[src/lsc_defs.svh]
// Constants for the LAN link statistics counter block.
//
// Functional notes
// RULE_01 - Count frames deferred on first attempt by busy medium
// RULE_02 - Count collisions later than 512 bit times
// RULE_03 - Count internal transmit path failures
// RULE_04 - Count transmits with carrier lost or absent
// RULE_05 - Count frames abandoned after excessive collisions
// RULE_06 - Count received frames above maximum size
// RULE_07 - Count received frames below minimum size
// RULE_08 - Count internal receive path failures
// RULE_09 - Clear request zeroes all adapter error counters
// RULE_10 - Link address is station address plus access point
// RULE_11 - Count information units sent, retransmissions included
// RULE_12 - Overflow or link init resets link counters
// RULE_13 - Count valid information units received, even out-of-sequence
// RULE_14 - Count conditions needing an information retransmission
// RULE_15 - Count information frames in error, excluding checksum failures
// RULE_16 - Count reply timer expiries per link
// RULE_17 - Hold last received and sent command codes
// RULE_18 - Report frame format as 802.3 or legacy
// RULE_19 - Host identifier limited to groups one to three
// RULE_20 - One-hot primary state plus combinable secondary byte
// RULE_21 - Eight-digit decimal counters with wrap overflow flags
`ifndef LSC_DEFS_SVH
`define LSC_DEFS_SVH

// ********************************************************************
// Sizes
// ********************************************************************
`define LSC_NUM_LINKS      4
`define LSC_LINK_W         2
`define LSC_NUM_AD_CNT     8
`define LSC_NUM_LK_CNT     5
`define LSC_DIGITS         8
`define LSC_ADDR_W         12
`define LSC_BIT_CNT_W      10

// ********************************************************************
// Adapter counter slots
// ********************************************************************
`define LSC_AD_DEFER       0
`define LSC_AD_LATE        1
`define LSC_AD_TXMAC       2
`define LSC_AD_CARRIER     3
`define LSC_AD_EXCESS      4
`define LSC_AD_LONG        5
`define LSC_AD_SHORT       6
`define LSC_AD_RXMAC       7

// ********************************************************************
// Link counter slots
// ********************************************************************
`define LSC_LK_TXI         0
`define LSC_LK_RXI         1
`define LSC_LK_TXERR       2
`define LSC_LK_RXERR       3
`define LSC_LK_T1          4

// ********************************************************************
// Timing and values
// ********************************************************************
`define LSC_LATE_COLL_BITS 10'h200
`define LSC_BCD_NINE       4'h9
`define LSC_PRI_CLOSED     8'h80
`define LSC_SEC_RESET      8'h00
`define LSC_GRP_MIN        2'h1
`define LSC_GRP_MAX        2'h3
`define LSC_LETTER_RESET   3'h0
`define LSC_LAP_RESET      8'h04
`define LSC_FMT_8023       1'b0

// ********************************************************************
// Register map (byte addresses)
// ********************************************************************
`define LSC_REG_CTRL       12'h000
`define LSC_REG_STA_LO     12'h004
`define LSC_REG_STA_HI     12'h008
`define LSC_REG_AD_OVF     12'h00C
`define LSC_AD_PAGE        6'h01
`define LSC_LINK_PAGE      4'h1
`define LSC_LW_OVF         4'h5
`define LSC_LW_CODES       4'h6
`define LSC_LW_STATE       4'h7
`define LSC_LW_HOST        4'h8
`define LSC_LW_INIT        4'h9
`define LSC_CTRL_CLR_AD    0
`define LSC_CTRL_CLR_LK    1
`define LSC_FMT_BIT        16
`define LSC_GRP_LSB        12
`define LSC_LETTER_LSB     8

`endif

[src/lsc_pkg.sv]
// Types shared by the LAN link statistics counter block.
`include "lsc_defs.svh"

package lsc_pkg;

    typedef logic [31:0] lsc_bcd_t;

    typedef struct packed {
        logic [`LSC_NUM_LK_CNT-1:0][31:0] cnt;
        logic [`LSC_NUM_LK_CNT-1:0]       ovf;
        logic [7:0]                       cmd_rx;
        logic [7:0]                       cmd_tx;
        logic                             fmt;
        logic [7:0]                       pri;
        logic [7:0]                       sec;
        logic [1:0]                       grp;
        logic [2:0]                       letter;
        logic [7:0]                       local_access_point;
    } lsc_link_s;

    typedef struct packed {
        logic [`LSC_NUM_AD_CNT-1:0][31:0]    ad_cnt;
        logic [`LSC_NUM_AD_CNT-1:0]          ad_ovf;
        logic [47:0]                         station;
        lsc_link_s [`LSC_NUM_LINKS-1:0]      links;
        logic [`LSC_BIT_CNT_W-1:0]           bit_cnt;
        logic                                tx_active;
        logic [31:0]                         rdata;
    } lsc_state_s;

endpackage

[src/lsc_stats.sv]
// LAN adapter and per-link statistics counters with a register port.
//
// Chosen here: the register offsets and the address-and-strobe port.
`timescale 1ns/1ps
`default_nettype none
`include "lsc_defs.svh"

module lsc_stats (
    input  wire logic                   clock,
    input  wire logic                   nrst,
    // Register port.
    input  wire logic [`LSC_ADDR_W-1:0] reg_addr,
    input  wire logic [31:0]            reg_wdata,
    input  wire logic                   reg_wr,
    input  wire logic                   reg_rd,
    output logic      [31:0]            reg_rdata,
    // Adapter MAC events, one-cycle pulses.
    input  wire logic                   tx_start,
    input  wire logic                   tx_end,
    input  wire logic                   bit_tick,
    input  wire logic                   collision,
    input  wire logic                   tx_deferred,
    input  wire logic                   tx_mac_error,
    input  wire logic                   tx_carrier_lost,
    input  wire logic                   tx_excess_coll,
    input  wire logic                   rx_too_long,
    input  wire logic                   rx_too_short,
    input  wire logic                   rx_mac_error,
    // Link events, qualified by link_sel.
    input  wire logic [`LSC_LINK_W-1:0] link_sel,
    input  wire logic                   lk_i_sent,
    input  wire logic                   lk_i_rcvd,
    input  wire logic                   lk_retx_needed,
    input  wire logic                   lk_i_rx_err,
    input  wire logic                   lk_fcs_bad,
    input  wire logic                   lk_reply_expired,
    input  wire logic                   lk_cmd_rx_stb,
    input  wire logic [7:0]             lk_cmd_rx_code,
    input  wire logic                   lk_cmd_tx_stb,
    input  wire logic [7:0]             lk_cmd_tx_code,
    input  wire logic                   lk_init
);

    // ****************************************************************
    // Decimal arithmetic
    // ****************************************************************

    // Bit 32 of the result is the wrap carry out of the top digit.
    function automatic logic [32:0] bcd_inc(input logic [31:0] v);
        logic [31:0] r;
        logic        c;
        integer      d;

        r = v;
        c = 1'b1;
        for (d = 0; d < `LSC_DIGITS; d = d + 1) begin
            if (c) begin
                if (r[d*4 +: 4] == `LSC_BCD_NINE) begin
                    r[d*4 +: 4] = 4'h0;
                end else begin
                    r[d*4 +: 4] = r[d*4 +: 4] + 4'h1;
                    c = 1'b0;
                end
            end
        end
        return {c, r};
    endfunction

    // Zero is not one-hot.
    function automatic logic is_one_hot(input logic [7:0] v);
        return (v != 8'h00) && ((v & (v - 8'h01)) == 8'h00);
    endfunction

    // ****************************************************************
    // State
    // ****************************************************************

    lsc_pkg::lsc_state_s st_r;
    lsc_pkg::lsc_state_s st_nxt;

    logic [`LSC_NUM_AD_CNT-1:0] ad_evt;
    logic [`LSC_NUM_LK_CNT-1:0] lk_evt;

    logic                       late_coll;
    logic                       wr_ctrl;
    logic                       clr_ad;
    logic                       clr_lk_all;

    logic                       ad_hit;
    logic                       lk_hit;
    logic [`LSC_LINK_W-1:0]     lk_idx;
    logic [3:0]                 lk_word;
    logic [2:0]                 ad_idx;

    assign reg_rdata = st_r.rdata;

    assign ad_hit  = (reg_addr[`LSC_ADDR_W-1:6] == `LSC_AD_PAGE) && (reg_addr[5] == 1'b0);
    assign ad_idx  = reg_addr[4:2];

    assign lk_hit  = (reg_addr[`LSC_ADDR_W-1:8] == `LSC_LINK_PAGE);
    assign lk_idx  = reg_addr[7:6];
    assign lk_word = reg_addr[5:2];

    assign wr_ctrl = reg_wr && (reg_addr == `LSC_REG_CTRL);

    assign clr_ad     = wr_ctrl && reg_wdata[`LSC_CTRL_CLR_AD];                // see RULE_09
    assign clr_lk_all = wr_ctrl && reg_wdata[`LSC_CTRL_CLR_LK];

    // Only collisions past the slot time count; the bit counter saturates
    // just above the threshold so it never wraps back into the early window.
    assign late_coll = collision && st_r.tx_active
                       && (st_r.bit_cnt > `LSC_LATE_COLL_BITS);                // see RULE_02

    always_comb begin
        ad_evt                  = '0;

        ad_evt[`LSC_AD_DEFER]   = tx_deferred;                                 // see RULE_01
        ad_evt[`LSC_AD_LATE]    = late_coll;                                   // see RULE_02
        ad_evt[`LSC_AD_TXMAC]   = tx_mac_error;                                // see RULE_03
        ad_evt[`LSC_AD_CARRIER] = tx_carrier_lost;                             // see RULE_04
        ad_evt[`LSC_AD_EXCESS]  = tx_excess_coll;                              // see RULE_05
        ad_evt[`LSC_AD_LONG]    = rx_too_long;                                 // see RULE_06
        ad_evt[`LSC_AD_SHORT]   = rx_too_short;                                // see RULE_07
        ad_evt[`LSC_AD_RXMAC]   = rx_mac_error;                                // see RULE_08
    end

    always_comb begin
        lk_evt                 = '0;

        lk_evt[`LSC_LK_TXI]    = lk_i_sent;                                    // see RULE_11
        lk_evt[`LSC_LK_RXI]    = lk_i_rcvd;                                    // see RULE_13
        lk_evt[`LSC_LK_TXERR]  = lk_retx_needed;                               // see RULE_14
        lk_evt[`LSC_LK_RXERR]  = lk_i_rx_err && !lk_fcs_bad;                   // see RULE_15
        lk_evt[`LSC_LK_T1]     = lk_reply_expired;                             // see RULE_16
    end

    // ****************************************************************
    // Next state
    // ****************************************************************

    always_comb begin
        logic [32:0] inc;
        logic        wrap_any;
        logic        clr_link;
        logic [`LSC_NUM_LK_CNT-1:0][31:0] base;
        logic [`LSC_NUM_LK_CNT-1:0] ovf_base;
        logic [`LSC_NUM_LK_CNT-1:0] wrap;

        inc      = '0;
        wrap_any = 1'b0;
        clr_link = 1'b0;
        base     = '0;
        ovf_base = '0;
        wrap     = '0;

        st_nxt   = st_r;

        // Transmit bit timer for the late collision window.
        if (tx_start) begin
            st_nxt.tx_active = 1'b1;
            st_nxt.bit_cnt   = '0;
        end else if (tx_end) begin
            st_nxt.tx_active = 1'b0;
        end else if (st_r.tx_active && bit_tick
                     && (st_r.bit_cnt <= `LSC_LATE_COLL_BITS)) begin
            st_nxt.bit_cnt = st_r.bit_cnt + `LSC_BIT_CNT_W'(1);
        end

        // Adapter counters: a clear in the same cycle as an event leaves a
        // count of one, so the event is not lost.
        for (int i = 0; i < `LSC_NUM_AD_CNT; i++) begin
            if (clr_ad) begin                                                  // see RULE_09
                st_nxt.ad_cnt[i] = '0;
                st_nxt.ad_ovf[i] = 1'b0;
            end

            if (ad_evt[i]) begin
                inc = bcd_inc(clr_ad ? 32'h0000_0000 : st_r.ad_cnt[i]);        // see RULE_21
                st_nxt.ad_cnt[i] = inc[31:0];
                if (inc[32]) begin
                    st_nxt.ad_ovf[i] = 1'b1;
                end
            end
        end

        // Per-link counters, codes and configuration.
        for (int l = 0; l < `LSC_NUM_LINKS; l++) begin
            clr_link = clr_lk_all || (lk_init && (link_sel == l[`LSC_LINK_W-1:0]))
                       || (reg_wr && lk_hit && (lk_idx == l[`LSC_LINK_W-1:0])
                           && (lk_word == `LSC_LW_INIT) && reg_wdata[0]);      // see RULE_12

            base     = clr_link ? '0 : st_r.links[l].cnt;
            ovf_base = clr_link ? '0 : st_r.links[l].ovf;
            wrap     = '0;
            wrap_any = 1'b0;

            st_nxt.links[l].cnt = base;

            if (link_sel == l[`LSC_LINK_W-1:0]) begin
                for (int c = 0; c < `LSC_NUM_LK_CNT; c++) begin
                    if (lk_evt[c]) begin
                        inc = bcd_inc(base[c]);                                // see RULE_21
                        st_nxt.links[l].cnt[c] = inc[31:0];
                        wrap[c] = inc[32];
                    end
                end
                wrap_any = |wrap;

                if (lk_cmd_rx_stb) begin
                    st_nxt.links[l].cmd_rx = lk_cmd_rx_code;                   // see RULE_17
                end

                if (lk_cmd_tx_stb) begin
                    st_nxt.links[l].cmd_tx = lk_cmd_tx_code;                   // see RULE_17
                end
            end

            // A wrap restarts the whole set; the flag records which one wrapped.
            if (wrap_any) begin
                st_nxt.links[l].cnt = '0;                                      // see RULE_12
            end
            st_nxt.links[l].ovf = ovf_base | wrap;                             // see RULE_21

            if (reg_wr && lk_hit && (lk_idx == l[`LSC_LINK_W-1:0])) begin
                unique case (lk_word)
                    `LSC_LW_CODES: begin
                        st_nxt.links[l].fmt = reg_wdata[`LSC_FMT_BIT];         // see RULE_18
                    end

                    `LSC_LW_STATE: begin
                        // A primary pattern with other than one bit set is refused; the secondary byte is still written.
                        if (is_one_hot(reg_wdata[7:0])) begin
                            st_nxt.links[l].pri = reg_wdata[7:0];              // see RULE_20
                        end
                        st_nxt.links[l].sec = reg_wdata[15:8];                 // see RULE_20
                    end

                    `LSC_LW_HOST: begin
                        st_nxt.links[l].local_access_point = reg_wdata[7:0];   // see RULE_10
                        if ((reg_wdata[`LSC_GRP_LSB +: 2] >= `LSC_GRP_MIN)
                            && (reg_wdata[`LSC_GRP_LSB +: 2] <= `LSC_GRP_MAX)) begin
                            st_nxt.links[l].grp    = reg_wdata[`LSC_GRP_LSB +: 2]; // see RULE_19
                            st_nxt.links[l].letter = reg_wdata[`LSC_LETTER_LSB +: 3];
                        end
                    end

                    default: begin
                    end
                endcase
            end
        end

        // Station address writes.
        if (reg_wr && (reg_addr == `LSC_REG_STA_LO)) begin
            st_nxt.station[31:0] = reg_wdata;                                  // see RULE_10
        end

        if (reg_wr && (reg_addr == `LSC_REG_STA_HI)) begin
            st_nxt.station[47:32] = reg_wdata[15:0];                           // see RULE_10
        end

        // Read data stands for exactly the cycle after the strobe.
        st_nxt.rdata = 32'h0000_0000;

        if (reg_rd) begin
            if (reg_addr == `LSC_REG_STA_LO) begin
                st_nxt.rdata = st_r.station[31:0];
            end else if (reg_addr == `LSC_REG_STA_HI) begin
                st_nxt.rdata = {16'h0000, st_r.station[47:32]};
            end else if (reg_addr == `LSC_REG_AD_OVF) begin
                st_nxt.rdata = {24'h00_0000, st_r.ad_ovf};
            end else if (ad_hit) begin
                st_nxt.rdata = st_r.ad_cnt[ad_idx];
            end else if (lk_hit) begin
                if (lk_word < 4'(`LSC_NUM_LK_CNT)) begin
                    st_nxt.rdata = st_r.links[lk_idx].cnt[lk_word[2:0]];
                end else begin
                    unique case (lk_word)
                        `LSC_LW_OVF: begin
                            st_nxt.rdata = {27'h000_0000, st_r.links[lk_idx].ovf};
                        end

                        `LSC_LW_CODES: begin
                            st_nxt.rdata = {15'h0000, st_r.links[lk_idx].fmt,
                                            st_r.links[lk_idx].cmd_tx,
                                            st_r.links[lk_idx].cmd_rx};        // see RULE_17
                        end

                        `LSC_LW_STATE: begin
                            st_nxt.rdata = {16'h0000, st_r.links[lk_idx].sec,
                                            st_r.links[lk_idx].pri};           // see RULE_20
                        end

                        `LSC_LW_HOST: begin
                            st_nxt.rdata = {18'h0_0000, st_r.links[lk_idx].grp, 1'b0,
                                            st_r.links[lk_idx].letter,
                                            st_r.links[lk_idx].local_access_point};
                        end

                        default: begin
                            st_nxt.rdata = 32'h0000_0000;
                        end
                    endcase
                end
            end
        end
    end

    // ****************************************************************
    // Registers
    // ****************************************************************

    // Link state resets to closed, not zero.
    always_ff @(posedge clock or negedge nrst) begin
        if (!nrst) begin
            st_r.ad_cnt    <= '0;
            st_r.ad_ovf    <= '0;
            st_r.station   <= '0;
            st_r.bit_cnt   <= '0;
            st_r.tx_active <= 1'b0;
            st_r.rdata     <= '0;

            for (int l = 0; l < `LSC_NUM_LINKS; l++) begin
                st_r.links[l].cnt    <= '0;
                st_r.links[l].ovf    <= '0;

                st_r.links[l].cmd_rx <= 8'h00;
                st_r.links[l].cmd_tx <= 8'h00;

                st_r.links[l].fmt    <= `LSC_FMT_8023;
                st_r.links[l].pri    <= `LSC_PRI_CLOSED;
                st_r.links[l].sec    <= `LSC_SEC_RESET;

                st_r.links[l].grp    <= `LSC_GRP_MIN;
                st_r.links[l].letter <= `LSC_LETTER_RESET;
                st_r.links[l].local_access_point <= `LSC_LAP_RESET;
            end
        end else begin
            st_r <= st_nxt;
        end
    end

endmodule // lsc_stats

`default_nettype wire

[config.mk]
export PLATFORM = sky130hd
export DESIGN_NAME = lsc_stats
export DESIGN_NICKNAME = d
export VERILOG_FILES = /design/src/lsc_pkg.sv /design/src/lsc_stats.sv
export VERILOG_INCLUDE_DIRS = /design/src
export SDC_FILE = /design/constraint.sdc
export NUM_CORES = 2
export LEC_CHECK = 0
export BUFFER_PORTS_ARGS = -buffer_cell sky130_fd_sc_hd__buf_2
export CAP_MARGIN = 10
export CORE_ASPECT_RATIO = 1.4
export CORE_MARGIN = 1.5
export CORE_UTILIZATION = 45
export DETAILED_ROUTE_END_ITERATION = 10
export SLEW_MARGIN = 20
export SYNTH_ARGS = -nofsm -noshare
export SYNTH_HDL_FRONTEND = slang
export SYNTH_SLANG_ARGS = --single-unit
[constraint.sdc]
create_clock -name clock -period 3.7 [get_ports clock]
set_clock_uncertainty 0.2 [all_clocks]
set_input_delay 0.37 -clock clock [delete_from_list [all_inputs] [get_ports clock]]
set_output_delay 0.37 -clock clock [all_outputs]
set_load 0.02 [all_outputs]
**After elaboration in Yosys (flattened, before gate mapping)**

Cells that the tools add are included.

- Output and inout bits: 32
- Logic and storage cells: 1,955
- Memories: 0
- Bits in latches: 0
- Bits in writable memories: 0
- Input bits: 86
- Register bits after elaboration: 1,199
- Bits in read-only memories: 0

- Bitwise gates (word level): 6
- Multiplexer cells: 1,326
- Shifts and indexed selects: 0
- Reduce and logical (&&, ||, !) cells: 79
- $lt $le $gt $ge: 7
- Div/mod/pow operators: 0
- Equality and inequality tests: 241
- $mul: 0
- $add $sub $neg: 226

Operator list:

| cell | count |
|---|---|
| $mux W160 | 12 |
| $mux W4 | 420 |
| $mux W32 | 45 |
| $eq A4 B4 Y1 const B | 226 |
| $add A4 B1 Y4 const B | 224 |
| $mux W1 | 833 |
| $bmux W211 S2 | 1 |
| $mux W211 | 1 |
| $bmux W32 S3 | 2 |
| $pmux W17 S4 | 1 |
| $reduce_and A2 Y1 | 21 |
| $mux W5 | 8 |
| $logic_and A1 B1 Y1 | 30 |
| $eq A12 B4 Y1 const B | 2 |
| $reduce_and A3 Y1 | 8 |
| $mux W10 | 2 |
| $or A5 B5 Y5 | 4 |
| $reduce_or A5 Y1 | 4 |
| $eq A12 B3 Y1 const B | 1 |
| $eq A4 B3 Y1 const B | 3 |
| $logic_not A12 Y1 | 1 |
| $mux W11 | 1 |
| $add A10 B1 Y10 const B | 1 |
| $gt A10 B10 Y1 const B | 1 |
| other kinds (20) | 33 |

**Depth between registers and ports, before layout**

- Depth in word-level cells: 35
- Gate-level depth with buffers: 21
- Gate-level depth less buffers: 11

**Worst setup path after synthesis**

OpenSTA, ideal clock, no wires.

- Kind: in2reg
- Start point: in reg_addr[6]
- End point: reg st_r[856] (netlist name)
- Slack: -1.197 ns
- Buffers on the path: 7
- Stages on the path: 18
- Arrival time: 4.575 ns
- Data required time: 3.379 ns
- Library setup time: 0.121 ns
- Cell sequence: clkbuf_2 -> or4_4 -> buf_6 -> or4_4 -> buf_6 -> o211a_1 -> clkbuf_1 -> buf_1 -> nand2_1 -> ha_1 -> nand3b_1 -> or4b_2 -> o2bb2a_1 -> a41oi_2 -> nand2b_1 -> buf_2 -> buf_2 -> nor2_1

RTL lines:

| item | line | source |
|---|---|---|
| start: declaration | lsc_stats.sv:12 | `` input wire logic [`LSC_ADDR_W-1:0] reg_addr, `` |
| end signal: assignment | lsc_stats.sv:339 | `st_r <= st_nxt;` |
| end: declaration | lsc_stats.sv:78 | `lsc_pkg::lsc_state_s st_r;` |

==> reports/metrics.cfg <==
[route]
routed-via-count=65100
drtAntennaViolNets=0
routed_length_on_met2_um=139000
routed_wire_length_per_instance_um=26.4
viasPerCell=6.00
met3_wirelength_um=16200
route.layer.met1.wl_um=101000
drt_wl_total_um=287000
drtPass1Iterations=8
drt_drc_violations_left=0
highest_layer=met5
initialDrtViolationCount=5592

[power_and_ir_drop]
switchingPower_mw=8.88
vdd.ir_drop.worst_mv=0.492
power.share.combinational_pct=11.2
internal_power_contribution_mw=23.2
leakagePower_nw=42.1
part_of_the_total_power_dissipated_in_sequential_elements_pct=45.4
clock_power_share_pct=43.4
total_power_mw=32.0
power.switching_fraction_pct=27.7
p_per_area_nw_per_um2=346

[sta]
fin_hold_ws_ns=0.0281
timing.final.ws_setup_ns=-0.280
maxClockFrequency_ghz=0.251
timing_max_transition_violations_final=0
hold_violation_total_from_the_final_report=0
timing_worst_slew_pin_value_ns=0.862
setup_violations=554
finalCritPeriodShare_pct=108
min_period_ns=3.98
timing.slew.headroom_pct=41.7
grt_setup_unrepaired=true
finalSetupTns_ns=-72.68

[synthesis]
synth_simple_gate_area_share_pct=23.3
postSynth.asyncResetShare_pct=100
synth_compound_area_share_pct=8.14
synth_fp_nets=7947
summed_instance_area_of_the_synthesized_netlist_um2=73800
synth_top_family_by_area=simple AND/OR/NAND/NOR gates
synth-edff-count=0
sequential_cell_area_fraction_in_the_yosys_report_pct=40.7
yosys-mux-area-fraction_pct=14.7
synthXorXnorAreaFrac_pct=4.45
avgSynthCellArea_um2=9.73
gate_count_post_synth=7579
ys.flop_type=sky130_fd_sc_hd__dfrtp_1
synth_seq_cells=1199
yosysWarnings=0
synth-adder-area-share_pct=4.78
yosys.cell_types.count=98

[floorplanning]
fp.coreArea_um2=163000
initial_core_util_pct=45.3
die_h_um=482
fp.dieW_um=345
pin_count=118
die_area_um2=166000
placementRows=175

[cts]
h-tree-depth=4
cts.root.buffer_cell=sky130_fd_sc_hd__clkbuf_16
numClockSinks=1199
tritoncts.num_buffers=133
cts.clk_slew.worst_paths_ns=0.06
cts_tree=built
worstSkewPairLatency_ns=0.84
cts_buffer_depth=3

[cells_and_area]
post_layout_nonfiller_instances=10800
design_area_um2=92500
final.fill_count=14100
fin_util_pct=56.9
syn2layout_area_growth_pct=25.4
drive_above_1_share_pct=27.0
fin_nets=8979

[status]
failed_checks=negative setup slack
outcome=finished, violations left

[global_route]
grt_antenna_before_repair=20
grt_pass1_vias=64400
maximum_number_of_pins_on_one_net_before_global_route_repair=118
grt.total_usage_pct=33.3
overflow_left_after_global_routing=0
grt_pass1_wl_um=413000

[placed_design]
post_dp_cell_area_um2=84900
dp_slack_ns=-1.07
dp.cells=10400
detailedPlacementHpwl_um=213000
finalWeightedCongestion=1.02
input_output_buffers=117

[critical_path]
worst-setup-path-type=in2reg
crit_path_max_fanout=8
critPathLaunchType=input port
cp.required_ns=4.19
timing.reg2reg.worst_path_depth=9
critPathCaptureType=flip-flop
critPathArrivalTime_ns=4.47

[hold_path]
min_delay_path_depth=3
min_path_type=in2reg

[flow_run]
drv_cap=0

==> repair_timing <==
action / 4_1_cts / 5_1_grt
hold endpoints to repair: 789 / 0
buffers inserted: 25 / 48
pin swaps: 11 / 37
resized for setup: 57 / 194
setup endpoints to repair: 504 / 636
hold buffers: 72 / 0
gates cloned: 7 / 19
==> registers in the layout (all words and copies together) (netlist names) <==
register,count
st_r,1167
reg_rdata,32
==> critical path, stage by stage <==
cell                       delay, ns
sky130_fd_sc_hd__buf_6          0.09
sky130_fd_sc_hd__or4bb_1        0.54
sky130_fd_sc_hd__or4_4          0.58
sky130_fd_sc_hd__buf_6          0.17
sky130_fd_sc_hd__o211a_4        0.23
sky130_fd_sc_hd__buf_12         0.19
sky130_fd_sc_hd__nand2_4        0.07
sky130_fd_sc_hd__ha_4           0.13
sky130_fd_sc_hd__nand3b_1       0.15
sky130_fd_sc_hd__or4b_4         0.66
sky130_fd_sc_hd__o2bb2a_4       0.29
sky130_fd_sc_hd__a41oi_4        0.18
sky130_fd_sc_hd__nand2b_4       0.24
sky130_fd_sc_hd__buf_12         0.15
sky130_fd_sc_hd__buf_12         0.13
sky130_fd_sc_hd__buf_16         0.16
sky130_fd_sc_hd__a21oi_2        0.05
==> worst paths after layout <==
path | start | end | slack, ns
setup / recovery | reg_addr[3] | st_r[880]$_DFF_PN0_ | -0.28
hold / removal | lk_cmd_rx_stb | st_r[714]$_DFFE_PN0P_ | 0.03
setup reg to reg | st_r[762]$_DFF_PN0_ | st_r[880]$_DFF_PN0_ | 0.41
hold reg to reg | st_r[678]$_DFFE_PN1P_ | st_r[678]$_DFFE_PN1P_ | 0.26
max in group asynchronous | nrst | st_r[421]$_DFF_PN0_ | 1.58
min in group asynchronous | nrst | st_r[995]$_DFF_PN0_ | 0.50
==> synthesized netlist by cell type (29+ instances only) <==
library cell / count / area share (%)
sky130_fd_sc_hd__and3_1: 71 / 0.60
sky130_fd_sc_hd__nor3b_1: 64 / 0.65
sky130_fd_sc_hd__a31oi_1: 32 / 0.27
sky130_fd_sc_hd__nand2b_1: 51 / 0.43
sky130_fd_sc_hd__nand2_1: 795 / 4.0
sky130_fd_sc_hd__xnor2_1: 210 / 2.5
sky130_fd_sc_hd__nor3_1: 267 / 1.8
sky130_fd_sc_hd__nand3b_1: 74 / 0.75
sky130_fd_sc_hd__a22oi_1: 49 / 0.50
sky130_fd_sc_hd__or4_1: 30 / 0.31
sky130_fd_sc_hd__nor4_1: 69 / 0.59
sky130_fd_sc_hd__or3_1: 97 / 0.82
sky130_fd_sc_hd__xor2_1: 165 / 2.0
sky130_fd_sc_hd__nor2b_1: 126 / 1.1
sky130_fd_sc_hd__o21ai_0: 250 / 1.7
sky130_fd_sc_hd__and4_1: 29 / 0.34
sky130_fd_sc_hd__buf_1: 42 / 0.21
sky130_fd_sc_hd__nand3_1: 260 / 1.8
sky130_fd_sc_hd__dfrtp_1: 1187 / 40
sky130_fd_sc_hd__ha_1: 282 / 4.8
sky130_fd_sc_hd__clkbuf_1: 216 / 1.1
sky130_fd_sc_hd__buf_2: 96 / 0.65
sky130_fd_sc_hd__buf_4: 49 / 0.50
sky130_fd_sc_hd__inv_1: 258 / 1.3
sky130_fd_sc_hd__nor2_1: 880 / 4.5
sky130_fd_sc_hd__mux2_2: 215 / 3.3
sky130_fd_sc_hd__a21oi_1: 407 / 2.8
sky130_fd_sc_hd__and3b_1: 91 / 1.1
sky130_fd_sc_hd__and2_1: 194 / 1.6
sky130_fd_sc_hd__nand4_1: 131 / 1.1
sky130_fd_sc_hd__mux2i_1: 184 / 2.5
sky130_fd_sc_hd__mux4_2: 293 / 8.9
==> cell families after synthesis <==
group,after synthesis
and+or+nand+nor,3370
muxes,692
DFF,1199
adders and majority gates,282
buffers and inverters,668
AOI/OAI and AO/OA,993
xor gates and xnor gates,375
==> routing by layer <==
metal / vias up / track usage [%]
met1: 32800 / 35.7
met2: 2351 / 56.9
met4: 22 / 30.0
li1: 29000 / -
met3: 878 / 5.36
met5: - / 0
==> area by class of cell <==
type,count,area [um2],area share (%)
Tap cell,2124,2660,2.87
Antenna cell,7,17.5,0.0189
Timing Repair Buffer,1307,11700,12.7
Inverter,258,968,1.05
Multi-Input combinational cell,5712,42600,46.1
Clock buffer,190,3840,4.16
Sequential cell,1199,30000,32.4
Clock inverter,50,634,0.686
==> cells in the final DEF, fill, tap and decap left out, types with 31 or more instances in the layout <==
cell | netlist | final
sky130_fd_sc_hd__a21oi_1 | 407 | 341
sky130_fd_sc_hd__a21oi_2 | 3 | 65
sky130_fd_sc_hd__a22oi_1 | 49 | 49
sky130_fd_sc_hd__a31oi_1 | 32 | 31
sky130_fd_sc_hd__and2_1 | 194 | 182
sky130_fd_sc_hd__and3_1 | 71 | 66
sky130_fd_sc_hd__and3b_1 | 91 | 74
sky130_fd_sc_hd__buf_12 | 0 | 97
sky130_fd_sc_hd__buf_2 | 96 | 110
sky130_fd_sc_hd__buf_4 | 49 | 960
sky130_fd_sc_hd__clkbuf_16 | 0 | 152
sky130_fd_sc_hd__dfrtp_1 | 1187 | 1187
sky130_fd_sc_hd__dlygate4sd3_1 | 0 | 72
sky130_fd_sc_hd__ha_1 | 282 | 250
sky130_fd_sc_hd__inv_1 | 258 | 257
sky130_fd_sc_hd__mux2_2 | 215 | 215
sky130_fd_sc_hd__mux2i_1 | 184 | 183
sky130_fd_sc_hd__mux4_2 | 293 | 293
sky130_fd_sc_hd__nand2_1 | 795 | 767
sky130_fd_sc_hd__nand2b_1 | 51 | 49
sky130_fd_sc_hd__nand3_1 | 260 | 251
sky130_fd_sc_hd__nand3b_1 | 74 | 74
sky130_fd_sc_hd__nand4_1 | 131 | 131
sky130_fd_sc_hd__nor2_1 | 880 | 827
sky130_fd_sc_hd__nor2_2 | 1 | 41
sky130_fd_sc_hd__nor2b_1 | 126 | 124
sky130_fd_sc_hd__nor3_1 | 267 | 211
sky130_fd_sc_hd__nor3_2 | 6 | 55
sky130_fd_sc_hd__nor3b_1 | 64 | 61
sky130_fd_sc_hd__nor4_1 | 69 | 59
sky130_fd_sc_hd__o21ai_0 | 250 | 247
sky130_fd_sc_hd__or3_1 | 97 | 96
sky130_fd_sc_hd__xnor2_1 | 210 | 210
sky130_fd_sc_hd__xor2_1 | 165 | 165
==> power by group through the flow <==
stage,clock [mW],sequential [mW],combinational [mW]
global route,14.6,14.6,3.86
CTS,14.1,14.5,3.45
detailed placement,0,14.8,3.32
global placement,0,14.7,3.24
floorplan,0,14.4,2.08
finish,13.9,14.5,3.60
Power figures use the tool's default switching activity.
